File: src/rtl/err_flag_pkg.sv
// Constants shared by the sticky error-status flag bank.
package err_flag_pkg;

    // ------------------------------------------------------------------
    // Register offsets and reset values
    // ------------------------------------------------------------------
    localparam logic [7:0] OFF_PROC1_THROTTLE = 8'h44;
    localparam logic [7:0] OFF_PROC2_THROTTLE = 8'h45;
    localparam logic [7:0] OFF_INPUT_PIN_ERR  = 8'h46;
    localparam logic [7:0] OFF_FAN_SPEED_ERR  = 8'h47;
    localparam logic [7:0] RST_STATUS         = 8'h00;

    // ------------------------------------------------------------------
    // Throttle status field positions and fan flag layout
    // ------------------------------------------------------------------
    localparam int BIT_ANY    = 0;
    localparam int BIT_LOWEST = 1;
    localparam int BIT_SECOND = 2;
    localparam int BIT_THIRD  = 3;
    localparam int BIT_FOURTH = 4;
    localparam int BIT_FIFTH  = 5;
    localparam int BIT_FULL   = 6;
    localparam int BIT_LIMIT  = 7;
    localparam int FAN_COUNT  = 4;
    localparam logic [7:0] FAN_VALID_MASK = 8'h0F;

    // ------------------------------------------------------------------
    // Duty thresholds in 1/256 steps; 256 is full throttle
    // ------------------------------------------------------------------
    localparam logic [8:0] DUTY_P1_LOW_MIN = 9'h001;
    localparam logic [8:0] DUTY_P2_LOW_MIN = 9'h000;
    localparam logic [8:0] DUTY_12P5       = 9'h020;
    localparam logic [8:0] DUTY_25         = 9'h040;
    localparam logic [8:0] DUTY_50         = 9'h080;
    localparam logic [8:0] DUTY_75         = 9'h0C0;
    localparam logic [8:0] DUTY_FULL       = 9'h100;

    // ------------------------------------------------------------------
    // Sleep states as written by software into the sleep control register
    // ------------------------------------------------------------------
    typedef enum logic [1:0] {
        SLEEP_S0  = 2'b00,
        SLEEP_S1  = 2'b01,
        SLEEP_S3  = 2'b10,
        SLEEP_S45 = 2'b11
    } sleep_type;

endpackage : err_flag_pkg

File: src/rtl/error_status_flag_bank.sv
// Sticky error-status flag bank: throttle bins, input-pin and fan flags.
//
// What this block does
// - Any nonzero throttling sets bit 0.
// - Processor one bit 1 for 0.39 to 12.5 percent.
// - Processor two bit 1 lower bound is configurable.
// - Bits 2 to 5 follow the duty bins.
// - Full throttle duty sets bit 6.
// - Duty above user limit sets bit 7.
// - Only throttle bit 7, pin and fan flags feed management summary flag.
// - Unmasked low general pin sets its flag.
// - Fan over tach limit sets flag; 7:4 reserved.
// - Events set bits; any pin, fan or throttle bit 7 sets host summary.
// - Fixed throttle bins excluded from host summary.
// - Flags stay set until software clears them.
// - Clear fails while condition still present.
// - Write one clears; write zero keeps bit.
// - Sleep state suppresses listed events.
// - Optional sleep masking obeys sleep mask bits.
// - Throttle events masked in S3 and S4/5.
// - Input and fan optional masks; fan S4/5 always.
`timescale 1ns/10ps
`default_nettype none

module error_status_flag_bank #(
    parameter int         TACH_WIDTH      = 8,
    parameter logic [8:0] P2_LOW_MIN      = err_flag_pkg::DUTY_P2_LOW_MIN
) (
    input  wire logic                            mclk,
    input  wire logic                            rstn,
    input  wire logic                            clk_en,
    input  wire logic [7:0]                      reg_addr,
    input  wire logic                            reg_wr,
    input  wire logic                            reg_rd,
    input  wire logic [7:0]                      reg_wdata,
    output logic      [7:0]                      reg_rdata,
    input  wire logic                            cpu_one_throttle_input,
    input  wire logic                            cpu_two_throttle_input,
    input  wire logic                            duty_valid,
    input  wire logic [8:0]                      cpu_one_duty,
    input  wire logic [8:0]                      cpu_two_duty,
    input  wire logic [8:0]                      cpu_one_limit,
    input  wire logic [8:0]                      cpu_two_limit,
    input  wire logic [7:0]                      general_pin,
    input  wire logic [7:0]                      input_error_mask,
    input  wire logic [err_flag_pkg::FAN_COUNT*TACH_WIDTH-1:0] fan_tach,
    input  wire logic [err_flag_pkg::FAN_COUNT*TACH_WIDTH-1:0] fan_tach_limit,
    input  wire logic [1:0]                      sleep_state,
    input  wire logic [2:0]                      input_sleep_mask,
    input  wire logic [1:0]                      fan_sleep_mask,
    output logic                                 mgmt_summary_flag,
    output logic                                 host_summary_flag
);

    // ------------------------------------------------------------------
    // Decode helpers
    // ------------------------------------------------------------------
    function automatic logic reg_hit(input logic [7:0] addr, input logic [7:0] off);
        reg_hit = (addr == off);
    endfunction : reg_hit

    // Returns the eight throttle events for one duty sample.
    function automatic logic [7:0] throttle_events(
        input logic [8:0] duty,
        input logic [8:0] low_min,
        input logic [8:0] limit,
        input logic       live
    );
        logic [7:0] ev;
        ev = 8'h00;
        ev[err_flag_pkg::BIT_ANY]    = live || (duty != 9'h000);
        ev[err_flag_pkg::BIT_LOWEST] = (duty >= low_min) && (duty < err_flag_pkg::DUTY_12P5);
        ev[err_flag_pkg::BIT_SECOND] = (duty >= err_flag_pkg::DUTY_12P5)
                                    && (duty < err_flag_pkg::DUTY_25);
        ev[err_flag_pkg::BIT_THIRD]  = (duty >= err_flag_pkg::DUTY_25)
                                    && (duty < err_flag_pkg::DUTY_50);
        ev[err_flag_pkg::BIT_FOURTH] = (duty >= err_flag_pkg::DUTY_50)
                                    && (duty < err_flag_pkg::DUTY_75);
        ev[err_flag_pkg::BIT_FIFTH]  = (duty >= err_flag_pkg::DUTY_75)
                                    && (duty < err_flag_pkg::DUTY_FULL);
        ev[err_flag_pkg::BIT_FULL]   = (duty >= err_flag_pkg::DUTY_FULL);
        ev[err_flag_pkg::BIT_LIMIT]  = (duty > limit);
        throttle_events = ev;
    endfunction : throttle_events

    // Masking decision for one event class: always-masked states and
    // optional states whose mask bit software has set.
    function automatic logic sleep_blocks(
        input logic [1:0] state,
        input logic [2:0] always_s1_s3_s45,
        input logic [2:0] opt_s1_s3_s45,
        input logic [2:0] req_s1_s3_s45
    );
        logic [2:0] gate;
        gate = always_s1_s3_s45 | (opt_s1_s3_s45 & req_s1_s3_s45);
        case (state)
            err_flag_pkg::SLEEP_S1:  sleep_blocks = gate[0];
            err_flag_pkg::SLEEP_S3:  sleep_blocks = gate[1];
            err_flag_pkg::SLEEP_S45: sleep_blocks = gate[2];
            default:                 sleep_blocks = 1'b0;
        endcase
    endfunction : sleep_blocks

    // ------------------------------------------------------------------
    // Event sources
    // ------------------------------------------------------------------
    logic       throttle_masked;
    logic       input_masked;
    logic       fan_masked;
    logic [7:0] p1_ev;
    logic [7:0] p2_ev;
    logic [7:0] pin_ev;
    logic [7:0] fan_ev;
    logic [3:0] fan_over;

    // Live throttle pins count only as nonzero throttling; bins need a sample.
    assign p1_ev = duty_valid
        ? throttle_events(cpu_one_duty, err_flag_pkg::DUTY_P1_LOW_MIN,
                          cpu_one_limit, cpu_one_throttle_input)
        : {7'h00, cpu_one_throttle_input};
    assign p2_ev = duty_valid
        ? throttle_events(cpu_two_duty, P2_LOW_MIN,
                          cpu_two_limit, cpu_two_throttle_input)
        : {7'h00, cpu_two_throttle_input};

    assign throttle_masked = sleep_blocks(sleep_state, 3'b110, 3'b000, 3'b000);
    assign input_masked    = sleep_blocks(sleep_state, 3'b000, 3'b111,
                                          input_sleep_mask);
    assign fan_masked      = sleep_blocks(sleep_state, 3'b100, 3'b011,
                                          {1'b0, fan_sleep_mask});

    assign pin_ev = ~general_pin & ~input_error_mask;

    genvar fi;
    generate
        for (fi = 0; fi < err_flag_pkg::FAN_COUNT; fi++) begin : g_fan
            assign fan_over[fi] = fan_tach[fi*TACH_WIDTH +: TACH_WIDTH]
                                > fan_tach_limit[fi*TACH_WIDTH +: TACH_WIDTH];
        end
    endgenerate
    assign fan_ev = {4'h0, fan_over};

    // ------------------------------------------------------------------
    // Write-one-to-clear strobes
    // ------------------------------------------------------------------
    logic [7:0] clr_p1;
    logic [7:0] clr_p2;
    logic [7:0] clr_pin;
    logic [7:0] clr_fan;

    assign clr_p1  = (reg_wr && reg_hit(reg_addr, err_flag_pkg::OFF_PROC1_THROTTLE))
                   ? reg_wdata : 8'h00;
    assign clr_p2  = (reg_wr && reg_hit(reg_addr, err_flag_pkg::OFF_PROC2_THROTTLE))
                   ? reg_wdata : 8'h00;
    assign clr_pin = (reg_wr && reg_hit(reg_addr, err_flag_pkg::OFF_INPUT_PIN_ERR))
                   ? reg_wdata : 8'h00;
    assign clr_fan = (reg_wr && reg_hit(reg_addr, err_flag_pkg::OFF_FAN_SPEED_ERR))
                   ? reg_wdata : 8'h00;

    // ------------------------------------------------------------------
    // Sticky flags
    // ------------------------------------------------------------------
    // A set arriving with a clear wins, so a persisting condition cannot be
    // cleared and a fresh event is never lost.
    logic [7:0] p1_q;
    logic [7:0] p2_q;
    logic [7:0] pin_q;
    logic [7:0] fan_q;
    logic [7:0] p1_d;
    logic [7:0] p2_d;
    logic [7:0] pin_d;
    logic [7:0] fan_d;

    assign p1_d  = (p1_q & ~clr_p1) | (throttle_masked ? 8'h00 : p1_ev);
    assign p2_d  = (p2_q & ~clr_p2) | (throttle_masked ? 8'h00 : p2_ev);
    assign pin_d = (pin_q & ~clr_pin) | (input_masked ? 8'h00 : pin_ev);
    assign fan_d = ((fan_q & ~clr_fan) | (fan_masked ? 8'h00 : fan_ev))
                 & err_flag_pkg::FAN_VALID_MASK;

    always_ff @(posedge mclk) begin
        if (!rstn) begin
            p1_q  <= err_flag_pkg::RST_STATUS;
            p2_q  <= err_flag_pkg::RST_STATUS;
            pin_q <= err_flag_pkg::RST_STATUS;
            fan_q <= err_flag_pkg::RST_STATUS;
        end else if (clk_en) begin
            p1_q  <= p1_d;
            p2_q  <= p2_d;
            pin_q <= pin_d;
            fan_q <= fan_d;
        end
    end

    // ------------------------------------------------------------------
    // Summary flags
    // ------------------------------------------------------------------
    // Only the user-limit bits of the throttle registers reach the summaries.
    logic summary_d;

    assign summary_d = p1_d[err_flag_pkg::BIT_LIMIT] | p2_d[err_flag_pkg::BIT_LIMIT]
                     | (|pin_d) | (|fan_d);

    always_ff @(posedge mclk) begin
        if (!rstn) begin
            mgmt_summary_flag <= 1'b0;
            host_summary_flag <= 1'b0;
        end else if (clk_en) begin
            mgmt_summary_flag <= summary_d;
            host_summary_flag <= summary_d;
        end
    end

    // ------------------------------------------------------------------
    // Read port
    // ------------------------------------------------------------------
    // Read data is registered: it appears the edge after reg_rd and holds.
    always_ff @(posedge mclk) begin
        if (!rstn) begin
            reg_rdata <= 8'h00;
        end else if (clk_en && reg_rd) begin
            case (reg_addr)
                err_flag_pkg::OFF_PROC1_THROTTLE: reg_rdata <= p1_q;
                err_flag_pkg::OFF_PROC2_THROTTLE: reg_rdata <= p2_q;
                err_flag_pkg::OFF_INPUT_PIN_ERR:  reg_rdata <= pin_q;
                err_flag_pkg::OFF_FAN_SPEED_ERR:  reg_rdata <= fan_q;
                default:                          reg_rdata <= 8'h00;
            endcase
        end
    end
endmodule : error_status_flag_bank

`default_nettype wire

File: config.mk
export PLATFORM = sky130hd
export DESIGN_NAME = error_status_flag_bank
export DESIGN_NICKNAME = d
export VERILOG_FILES = /design/src/rtl/err_flag_pkg.sv /design/src/rtl/error_status_flag_bank.sv
export SDC_FILE = /design/constraint.sdc
export NUM_CORES = 1
export LEC_CHECK = 0
export ABC_AREA = 0
export BUFFER_PORTS_ARGS = -buffer_cell sky130_fd_sc_hd__buf_2
export CAP_MARGIN = 20
export CORE_MARGIN = 1
export CORE_UTILIZATION = 51
export CTS_CLUSTER_SIZE = 30
export DETAILED_ROUTE_END_ITERATION = 8
export GPL_ROUTABILITY_DRIVEN = 0
export GPL_TIMING_DRIVEN = 0
export PLACE_DENSITY = 0.89
export SYNTH_ARGS = -nofsm -noshare
export SYNTH_HDL_FRONTEND = slang
export SYNTH_SLANG_ARGS = --single-unit
File: constraint.sdc
create_clock -name mclk -period 4 [get_ports mclk]
set_clock_uncertainty 0.2 [all_clocks]
set_input_delay 0.2 -clock mclk [delete_from_list [all_inputs] [get_ports mclk]]
set_output_delay 0.2 -clock mclk [all_outputs]
set_load 0.05 [all_outputs]
-- Word-level counts from Yosys, hierarchy flattened
Index checks and enable logic that the tools add are counted.
- bitwise operators: 18
- magnitude comparators: 28
- reduce and logical (&&, ||, !) cells: 22
- eq/ne operators: 7
- muxes and demuxes: 14
- operator list (cell ; count):
    8-bit two-way mux ; 8
    8-bit NOT ; 5
    9-bit by 8-bit >= comparator with 1-bit output (second input constant) ; 4
    9-bit by 8-bit less-than comparator with 1-bit output (second input constant) ; 4
    8-bit bitwise AND ; 4
    8-bit by 7-bit == test with 1-bit output (second input constant) ; 4
    8-bit greater-than comparator ; 4
    8-bit one-hot mux with 4 select lines ; 1
    8-bit OR ; 3
    9-bit by 1-bit >= comparator with 1-bit output (second input constant) ; 2
    9-bit by 6-bit >= comparator with 1-bit output (second input constant) ; 2
    9-bit by 7-bit >= comparator with 1-bit output (second input constant) ; 2
    9-bit >= comparator (second input constant) ; 2
    9-bit greater-than comparator ; 2
    9-bit by 6-bit less-than comparator with 1-bit output (second input constant) ; 2
    9-bit by 7-bit less-than comparator with 1-bit output (second input constant) ; 2
    9-bit less-than comparator (second input constant) ; 2
    9-bit nonzero test ; 2
    1-bit logical AND ; 15
    4-bit two-way mux ; 2
    8-bit OR reduction ; 1
    1-bit one-hot mux with 3 select lines ; 2
    4-bit bitwise AND ; 1
    2-bit == test (second input constant) ; 2
    8 further kinds ; 11
- register bits after elaboration: 37
- bits of input ports: 147
- word-level logic and storage cells: 95
- output and inout bits: 10

-- Depth between registers and ports, before layout
Gate-level depths: netlist (run 1).
- depth in word-level cells: 9
- depth in mapped cells: 9
- mapped depth without buffers: 9

-- Worst setup path after synthesis (run 1)
Ideal clock, no wire load.
- path kind: input -> register
- from: input port fan_tach_limit[5] (netlist name)
- to: register host_summary_flag
- slack: 2.107 ns
- arrival: 1.559 ns
- stages on the path: 9
- setup time: 0.134 ns
- buffers on the path: 0
- required time: 3.666 ns
- path through: inv_1 > ha_1 > a21o_1 > a21o_1 > a21oi_1 > or2_1 > o311ai_1 > a2111oi_2 > a31oi_1
- longest elaborated chain between the ends: 5
- ends and longest elaborated chain (item ; line ; text):
    start: declaration ; error_status_flag_bank.sv:47 ; input wire logic [err_flag_pkg::FAN_COUNT*TACH_WIDTH-1:0] fan_tach_limit,
    8-bit greater-than comparator ; error_status_flag_bank.sv:138 ; > fan_tach_limit[fi*TACH_WIDTH +: TACH_WIDTH];
    4-bit two-way mux ; error_status_flag_bank.sv:177 ; assign fan_d = ((fan_q & ~clr_fan) | (fan_masked ? 8'h00 : fan_ev))
    4-bit OR ; error_status_flag_bank.sv:177 ;
    4-bit OR reduction ; error_status_flag_bank.sv:201 ; | (|pin_d) | (|fan_d);
    1-bit OR ; error_status_flag_bank.sv:201 ;
    end signal: assignment ; error_status_flag_bank.sv:209 ; host_summary_flag <= summary_d;
    end: declaration ; error_status_flag_bank.sv:52 ; output logic host_summary_flag
No other way between the ends.
A chain may end at the register's enable or synchronous reset.

-- Worst setup path in the final report (run 1)
- from: input port cpu_two_duty[6]
- to: register host_summary_flag
- longest elaborated chain between the ends: 7
- ends and longest elaborated chain (item ; line ; text):
    start: declaration ; error_status_flag_bank.sv:41 ; input wire logic [8:0] cpu_two_duty,
    9-bit greater-than comparator ; error_status_flag_bank.sv:82 ; ev[err_flag_pkg::BIT_LIMIT] = (duty > limit);
    8-bit two-way mux ; error_status_flag_bank.sv:122 ; ? throttle_events(cpu_two_duty, P2_LOW_MIN,
    8-bit two-way mux ; error_status_flag_bank.sv:175 ; assign p2_d = (p2_q & ~clr_p2) | (throttle_masked ? 8'h00 : p2_ev);
    8-bit OR ; error_status_flag_bank.sv:175 ;
    1-bit OR ; error_status_flag_bank.sv:200 ; assign summary_d = p1_d[err_flag_pkg::BIT_LIMIT] | p2_d[err_flag_pkg::BIT_LIMIT]
    1-bit OR (2 in series) ; error_status_flag_bank.sv:201 ;
No other way between the ends.

==> results of run 1 <==
==> area by class of cell <==
type	count	share of cell area (%)
buffer	11	1.25
multi-input combinational	318	53.1
tap	75	2.24
timing repair buffer	156	18.7
sequential	37	17.7
clock buffer	7	2.06
inverter	56	5.01
==> critical path, stage by stage <==
cell       delay [ns]
buf_2            0.14
ha_1             0.31
a211oi_1         0.23
nor2_1           0.07
a2111oi_0        0.62
o21ai_1          0.19
nor4_2           0.35
a31oi_1          0.12
==> cells in the mapped netlist, types with 2 or more instances <==
| cell type | number | area, um^2 |
|---|---|---|
| a21oi_1 | 26 | 130 |
| nor2b_1 | 4 | 25.0 |
| nand2_1 | 42 | 158 |
| o211a_1 | 2 | 20.0 |
| a22oi_1 | 10 | 75.1 |
| a211oi_1 | 9 | 67.6 |
| a21o_1 | 2 | 15.0 |
| ha_1 | 50 | 626 |
| inv_1 | 55 | 206 |
| nor2_1 | 57 | 214 |
| o21ai_0 | 17 | 85.1 |
| mux2i_1 | 11 | 110 |
| nor3_1 | 8 | 40.0 |
| buf_1 | 2 | 7.51 |
| a32oi_1 | 8 | 70.1 |
| nand3_1 | 12 | 60.1 |
| dfxtp_1 | 37 | 741 |
| a31oi_1 | 5 | 31.3 |
| nand2b_1 | 4 | 25.0 |
| clkbuf_1 | 7 | 26.3 |
| nor4_2 | 2 | 25.0 |
| mux4_2 | 4 | 90.1 |
| o22ai_1 | 2 | 12.5 |
| o31ai_1 | 2 | 15.0 |
| o21ai_1 | 4 | 20.0 |
| nand4_1 | 13 | 81.3 |
==> routing by layer <==
metal | vias to the layer above | share of wire [%]
met2 | 223 | 48
met4 | 0 | 3.2
met5 | - | 0
met1 | 1698 | 39
li1 | 1831 | -
met3 | 32 | 9.6
==> how the worst min path moves through the flow <==
stage	endpoint	slack (ns)	cells after the start
5_1_grt	p1_q[0]$_SDFFE_PN0P_	0.03	3
2_1_floorplan	host_summary_flag$_SDFFE_PN0P_	0.14	2
4_1_cts	p2_q[6]$_SDFFE_PN0P_	0.02	3
3_5_place_dp	p2_q[0]$_SDFFE_PN0P_	0.27	2
6_report	p1_q[0]$_SDFFE_PN0P_	0.02	3
3_3_place_gp	p2_q[0]$_SDFFE_PN0P_	0.26	2
==> cells in the final DEF, fill, tap and decap left out, types with 5 or more instances in the layout <==
cell	n
buf_2	155
dfxtp_1	37
a22oi_1	10
a211oi_1	9
a31oi_1	5
ha_1	50
mux2i_1	11
nand3_1	12
nand4_1	13
nor3_1	8
a32oi_1	8
clkbuf_8	6
a21oi_1	26
nor2_1	57
clkbuf_1	8
o21ai_0	17
inv_1	55
nand2_1	42
==> stage by stage <==
stage	power, mW	worst slack (ns)	std cells	hold slack, ns	instance area [um^2]
6_report	0.963	1.73	660	0.0190	4200
5_1_grt	1.01	1.65	660	0.0284	4200
4_1_cts	0.962	1.80	660	0.0185	4200
3_5_place_dp	0.701	1.49	652	0.268	4100
3_3_place_gp	0.686	1.59	652	0.256	4100
2_1_floorplan	0.567	2.11	422	0.138	3230
==> flip-flops by register name, indices dropped and copies added (netlist names) <==
| name | flops |
|---|---|
| host_summary_flag | 1 |
| pin_q | 8 |
| p1_q | 8 |
| p2_q | 8 |
| fan_q | 4 |
| reg_rdata | 8 |
==> kinds of logic (layout without fill, tap and decap cells) <==
group / Yosys count / in the layout / share of synthesized area (%)
fa+ha+maj: 50 / 50 / 19.4
compound gates: 99 / 99 / 20.2
buf+inv: 67 / 230 / 8.14
flops: 37 / 37 / 22.9
simple gates: 153 / 153 / 22.8
mux: 16 / 16 / 6.55
==> power by group through the flow <==
stage          Combinational, mW  Sequential (mW)  Clock (mW)
2_1_floorplan              0.168            0.400           0
3_3_place_gp               0.286            0.400           0
3_5_place_dp               0.300            0.401           0
4_1_cts                    0.303            0.392       0.267
5_1_grt                    0.340            0.394       0.278
6_report                   0.305            0.393       0.265
==> timing repair <==
action	4_1_cts	5_1_grt
endpoints found under the hold margin	2	0
setup endpoints to repair	0	0
hold buffers	1	0
==> summary.md, run 1 <==
| Metric | Value |
|---|---|
| Status | `completed` |
| CTS tree | `done` |
| Crit-path max FO | `5` |
| Reg2Reg Depth | `3` |
| Via density | `about 5.7` |
| DRC Markers | `0` |
| Largest net degree at the start of global routing | `11` |
| Share of layout cells above drive strength 1 | `a little under a third` |
| Final ANT Viol Nets | `0` |
| Pwr Density | `229 mW/mm^2` |
| NetSw | `about 0.3 mW` |
| Setup-failing EPs final | `0` |
| Core footprint | `about 0.0060 mm^2` |
| Initial antenna violation count | `0` |
| Top_reg_cell synth | `dfxtp_1` |
| Worst hold start | `cpu_one_throttle_input` |
| Tmin final | `~2.3 ns` |
| Critical Path Source | `cpu_two_duty[6]` |
| Row Count | `28` |
| Routed wire length per instance | `approximately 14 um` |
| Clock power share | `~28%` |
| Syn_nets | `619` |
| Initial Util | `a little over half` |
| FF+latch area | `~740 um^2` |
| Input/output buffers | `between 150 and 200` |
| Area grow syn2layout | `29.9%` |
| Synth Area per Inst | `7.65 um^2` |
| Post-DP HPWL | `7980 um` |
| Share of flip-flops with an asynchronous set or reset | `0%` |
| Max-slew headroom | `52.0%` |
| # IOs | `between 150 and 200` |
| Antenna diode count | `0` |
| RR Startpoint | `fan_q[1]$_SDFFE_PN0P_` |
| Multi-input gate area in the final layout | `about 0.0022 mm^2` |
| Sw Share | `between 30% and 40%` |
| Yosys cell types | `53` |
| Comb pwr share | `a little under a third` |
| Synth Warn # | `0` |
| Max IR drop VDD | `between 0.15 and 0.2 mV` |
| Crit share post-route | `a little under three fifths` |
| Setup CP Type | `input pin to flop` |
| Die height | `just over 80 um` |
| Setup crit end kind | `flop` |
| Vias | `about 3800` |
| Slew Viols, Final | `0` |
| Layer carrying the most global-route usage | `met2` |
| Critical Path RT | `just under 4 ns` |
| Post-Syn Instances | `roughly 420` |
| Routed WL | `about 9500 um` |
| RSZ-0062 raised after global routing | `no` |
| H-tree levels | `2` |
| Met1 Use GR | `between 30% and 40%` |
| Max Fclk | `between 400 and 500 MHz` |
| Vias in the first global route | `between 3000 and 4000` |
| CTS buffer count | `5` |
| Global-route wire length before repair | `approximately 15000 um` |
| CTS max path bufs | `2` |
| Tightest Hold Check Type | `input pin to flop` |
| Critical R2R Capture | `reg_rdata[1]$_SDFFE_PN0P_` |
| Die Span X | `81.6 um` |
| End of the critical path | `host_summary_flag$_SDFFE_PN0P_` |
| GR Util All Layers | `between 20% and 30%` |
| Post-cts sizing count | `0` |
| Int Power | `about 0.66 mW` |
| Startpoint types | `input pin` |
| Final Util | `69.6%` |
| Worst-Margin Slew | `roughly 0.7 ns` |
| Synth Register Bits | `37` |
| EDFF count, synth | `0` |
| Met2 Use GR | `53.1%` |
| Critical path arrival | `between 2 and 2.5 ns` |
| Setup tns final | `0 ns` |
| # Post-CTS Setup Buffers | `0` |
| Reg power frac | `40.9%` |
| Drt initial violations | `about 280` |
| Final hold violation count | `0` |
| Clk root buf | `clkbuf_8` |
| Die area | `~0.0067 mm^2` |
| GRT overflow | `0` |
| # nets final | `about 780` |
| Clock slew at reported path FFs | `roughly 0.07 ns` |
| Fillers | `roughly 510` |
| Part of the Yosys area used for sequential elements | `roughly 23%` |
| Pre-Repair DR Iteration Count | `5` |
| Max-Cap Viols | `0` |
| Cell Area, Synth | `~0.0032 mm^2` |
| Leak | `about 2.2 nW` |
| Clk sinks | `37` |
| Later-pin clock latency in the skew report | `0.29 ns` |
| Register-to-Register Setup Slack | `approximately 2.6 ns` |
| Met3 Use GR | `5.33%` |
Power figures use the tool's default switching activity.
==> inputs of run 2 (changes only) <==
--- a/config.mk
+++ b/config.mk
@@ -9,12 +9,12 @@
 export BUFFER_PORTS_ARGS = -buffer_cell sky130_fd_sc_hd__buf_2
 export CAP_MARGIN = 20
 export CORE_MARGIN = 1
-export CORE_UTILIZATION = 51
+export CORE_UTILIZATION = 47
 export CTS_CLUSTER_SIZE = 30
 export DETAILED_ROUTE_END_ITERATION = 8
 export GPL_ROUTABILITY_DRIVEN = 0
 export GPL_TIMING_DRIVEN = 0
-export PLACE_DENSITY = 0.89
+export PLACE_DENSITY = 0.83
 export SYNTH_ARGS = -nofsm -noshare
 export SYNTH_HDL_FRONTEND = slang
 export SYNTH_SLANG_ARGS = --single-unit
==> constraint.sdc (replaced) <==
create_clock -name mclk -period 2.2 [get_ports mclk]
set_clock_uncertainty 0.2 [all_clocks]
set_input_delay 0.11 -clock mclk [delete_from_list [all_inputs] [get_ports mclk]]
set_output_delay 0.11 -clock mclk [all_outputs]
set_load 0.05 [all_outputs]
==> run 2 against run 1 <==
The flow now finishes with violations (design-rule violations). Die area is 8.3% higher. Worst hold slack worse by 0.018 ns. Sequential share of layout area is 0.83 points lower. Final area is 4.9% higher. Non-clock buffer count is 18 higher. Sequential power is 82% higher. Register-to-register slack worse by 1.8 ns. Power is 96% higher. Via count is 1.2% higher. Utilization is 1.9 points lower. Critical path depth is 1 higher. Setup slack worse by 1.5 ns. Largest cell class unchanged. Highest routed layer unchanged.
==> summary.md, run 2 (same netlist as run 1, synthesis figures left out) <==
| Metric | Value |
|---|---|
| Status | `finished with violations (was completed)` |
| Failing checks | `design-rule violations` |
| Dpl ws | `-0.167 ns (was 1.49 ns)` |
| Final worst slack | `0.232 ns (was 1.73 ns)` |
| Most common cell after layout, fill and taps aside | `buf_2 (unchanged)` |
| Area grow syn2layout | `36.3% (was 29.9%)` |
| Tightest Hold Check Type | `input pin to flop (unchanged)` |
| Setup-failing EPs final | `0 (unchanged)` |
| Vias | `3828 (was 3784)` |
| Int Power | `1.31 mW (was 0.661 mW)` |
| Clk sinks | `37 (unchanged)` |
| Row Count | `29 (was 28)` |
| Post-DP HPWL | `8290 um (was 7980 um)` |
| Max Fclk | `about 510 MHz` |
| Routed wire length per instance | `14.9 um (was 14.4 um)` |
| Later-pin clock latency in the skew report | `0.30 ns (was 0.29 ns)` |
| Input/output buffers | `155 (unchanged)` |
| Slew Viols, Final | `0 (unchanged)` |
| Final ANT Viol Nets | `0 (unchanged)` |
| Comb pwr share | `31.3% (was 31.7%)` |
| Setup CP Type | `input pin to flop (unchanged)` |
| Die area | `0.00721 mm^2 (was 0.00665 mm^2)` |
| Routed WL | `10200 um (was 9480 um)` |
| Initial antenna violation count | `0 (unchanged)` |
| NetSw | `0.576 mW (was 0.301 mW)` |
| Die height | `84.9 um (was 81.6 um)` |
| Critical Path RT | `2.17 ns (was 3.96 ns)` |
| CTS max path bufs | `2 (unchanged)` |
| Largest net degree at the start of global routing | `12 (was 11)` |
| Global-route wire length before repair | `16700 um (was 14600 um)` |
| Final hold violation count | `0 (unchanged)` |
| Max IR drop VDD | `0.201 mV (was 0.156 mV)` |
| Clk root buf | `clkbuf_8 (unchanged)` |
| Clock slew at reported path FFs | `0.07 ns (about the same)` |
| Via density | `5.63 (was 5.73)` |
| Max-Cap Viols | `0 (unchanged)` |
| Setup crit end kind | `flop (unchanged)` |
| GRT overflow | `0 (unchanged)` |
| # IOs | `157 (unchanged)` |
| Initial Util | `49.7% (was 53.6%)` |
| Pwr Density | `428 mW/mm^2 (was 229 mW/mm^2)` |
| Share of layout cells above drive strength 1 | `30.0% (was 30.6%)` |
| Drt initial violations | `311 (was 279)` |
| Leak | `2.24 nW (was 2.15 nW)` |
| Die Span X | `84.9 um (was 81.6 um)` |
| DRC Markers | `11 (was 0)` |
| Tmin final | `roughly 2.0 ns` |
| CTS tree | `done (unchanged)` |
| Pre-Repair DR Iteration Count | `8 (was 5)` |
| Total power | `1.88 mW (was 0.963 mW)` |
| Reg power frac | `38.0% (was 40.9%)` |
| Startpoint types | `input pin (unchanged)` |
| Max-slew headroom | `51.0% (was 52.0%)` |
| Crit-path max FO | `5 (unchanged)` |
| # nets final | `800 (was 782)` |
| H-tree levels | `2 (unchanged)` |
| Commonest cells after routing, fill and taps aside | `155 x buf_2, 57 x nor2_1, 55 x inv_1 (unchanged)` |
| Vias in the first global route | `3890 (was 3495)` |
| Worst-Margin Slew | `0.735 ns (was 0.701 ns)` |
| GR Util All Layers | `29.0% (was 28.5%)` |
| Setup tns final | `0 ns (unchanged)` |
| Crit share post-route | `89.5%` |
| Clock power share | `30.7% (was 27.5%)` |
| Sw Share | `30.6% (was 31.3%)` |
| Antenna diode count | `0 (unchanged)` |
| Core footprint | `0.00649 mm^2 (was 0.00603 mm^2)` |
| Critical path arrival | `1.94 ns (was 2.24 ns)` |
| CTS buffer count | `5 (unchanged)` |
| RSZ-0062 raised after global routing | `no (unchanged)` |
[run 2: what timing repair did]
action / 4_1_cts / 5_1_grt
hold endpoints to repair: 21 / 0
hold buffers: 19 / 0
buffers inserted: 0 / 0
setup endpoints to repair: 0 / 1
resized for setup: 0 / 2
[run 2: worst paths after layout]
| kind | startpoint | endpoint | slack, ns | depth (start not counted) |
|---|---|---|---|---|
| hold / removal | general_pin[0] | pin_q[0]$_SDFFE_PN0P_ | 0.0005 | 4 |
| setup / recovery | cpu_one_duty[7] | host_summary_flag$_SDFFE_PN0P_ | 0.23 | 9 |
| hold reg to reg | p2_q[0]$_SDFFE_PN0P_ | p2_q[0]$_SDFFE_PN0P_ | 0.28 | 2 |
| setup reg to reg | pin_q[1]$_SDFFE_PN0P_ | host_summary_flag$_SDFFE_PN0P_ | 0.72 | 5 |
[run 2: power by group through the flow]
stage	Clock (mW)	Combinational [mW]	Sequential [mW]
3_3_place_gp	0	0.524	0.727
5_1_grt	0.601	0.659	0.716
3_5_place_dp	0	0.550	0.729
2_1_floorplan	0	0.305	0.727
6_report	0.578	0.590	0.715
4_1_cts	0.583	0.579	0.714
[run 2: per-layer routing]
metal,global-route usage (%),routed length (um),vias up
li1,-,-,1864
met1,32.8,3920,1735
met2,54.5,5160,202
met3,4.47,815,27
met4,11.6,274,0
met5,0,0,-
[run 2: critical path, stage by stage]
cell and delay [ns]:
dlygate4sd3_1 0.54, buf_2 0.17, ha_1 0.31, nand4_1 0.14, nor2_1 0.13, nand3_1 0.09
o211a_1 0.17, nor4_2 0.17, a31oi_1 0.11
[run 2: cell type report]
| type | count | area (um^2) |
|---|---|---|
| buffer | 11 | 52.6 |
| clock buffer | 5 | 68.8 |
| clock inverter | 2 | 35.0 |
| fill | 575 | 2090 |
| inverter | 56 | 210 |
| multi-input combinational | 318 | 2230 |
| sequential | 37 | 741 |
| tap | 77 | 96.3 |
| timing repair buffer | 174 | 966 |
[run 2: per-stage QoR]
stage	hold slack, ns	utilization (%)	area, um^2	instances
after CTS	0.00298	67.7	4400	680
after detailed placement	0.187	63.1	4100	654
after floorplan	0.0483	-	3230	422
final	0.000522	67.8	4400	680
after global placement	0.182	63.1	4100	654
after global routing	0.0308	67.8	4400	680
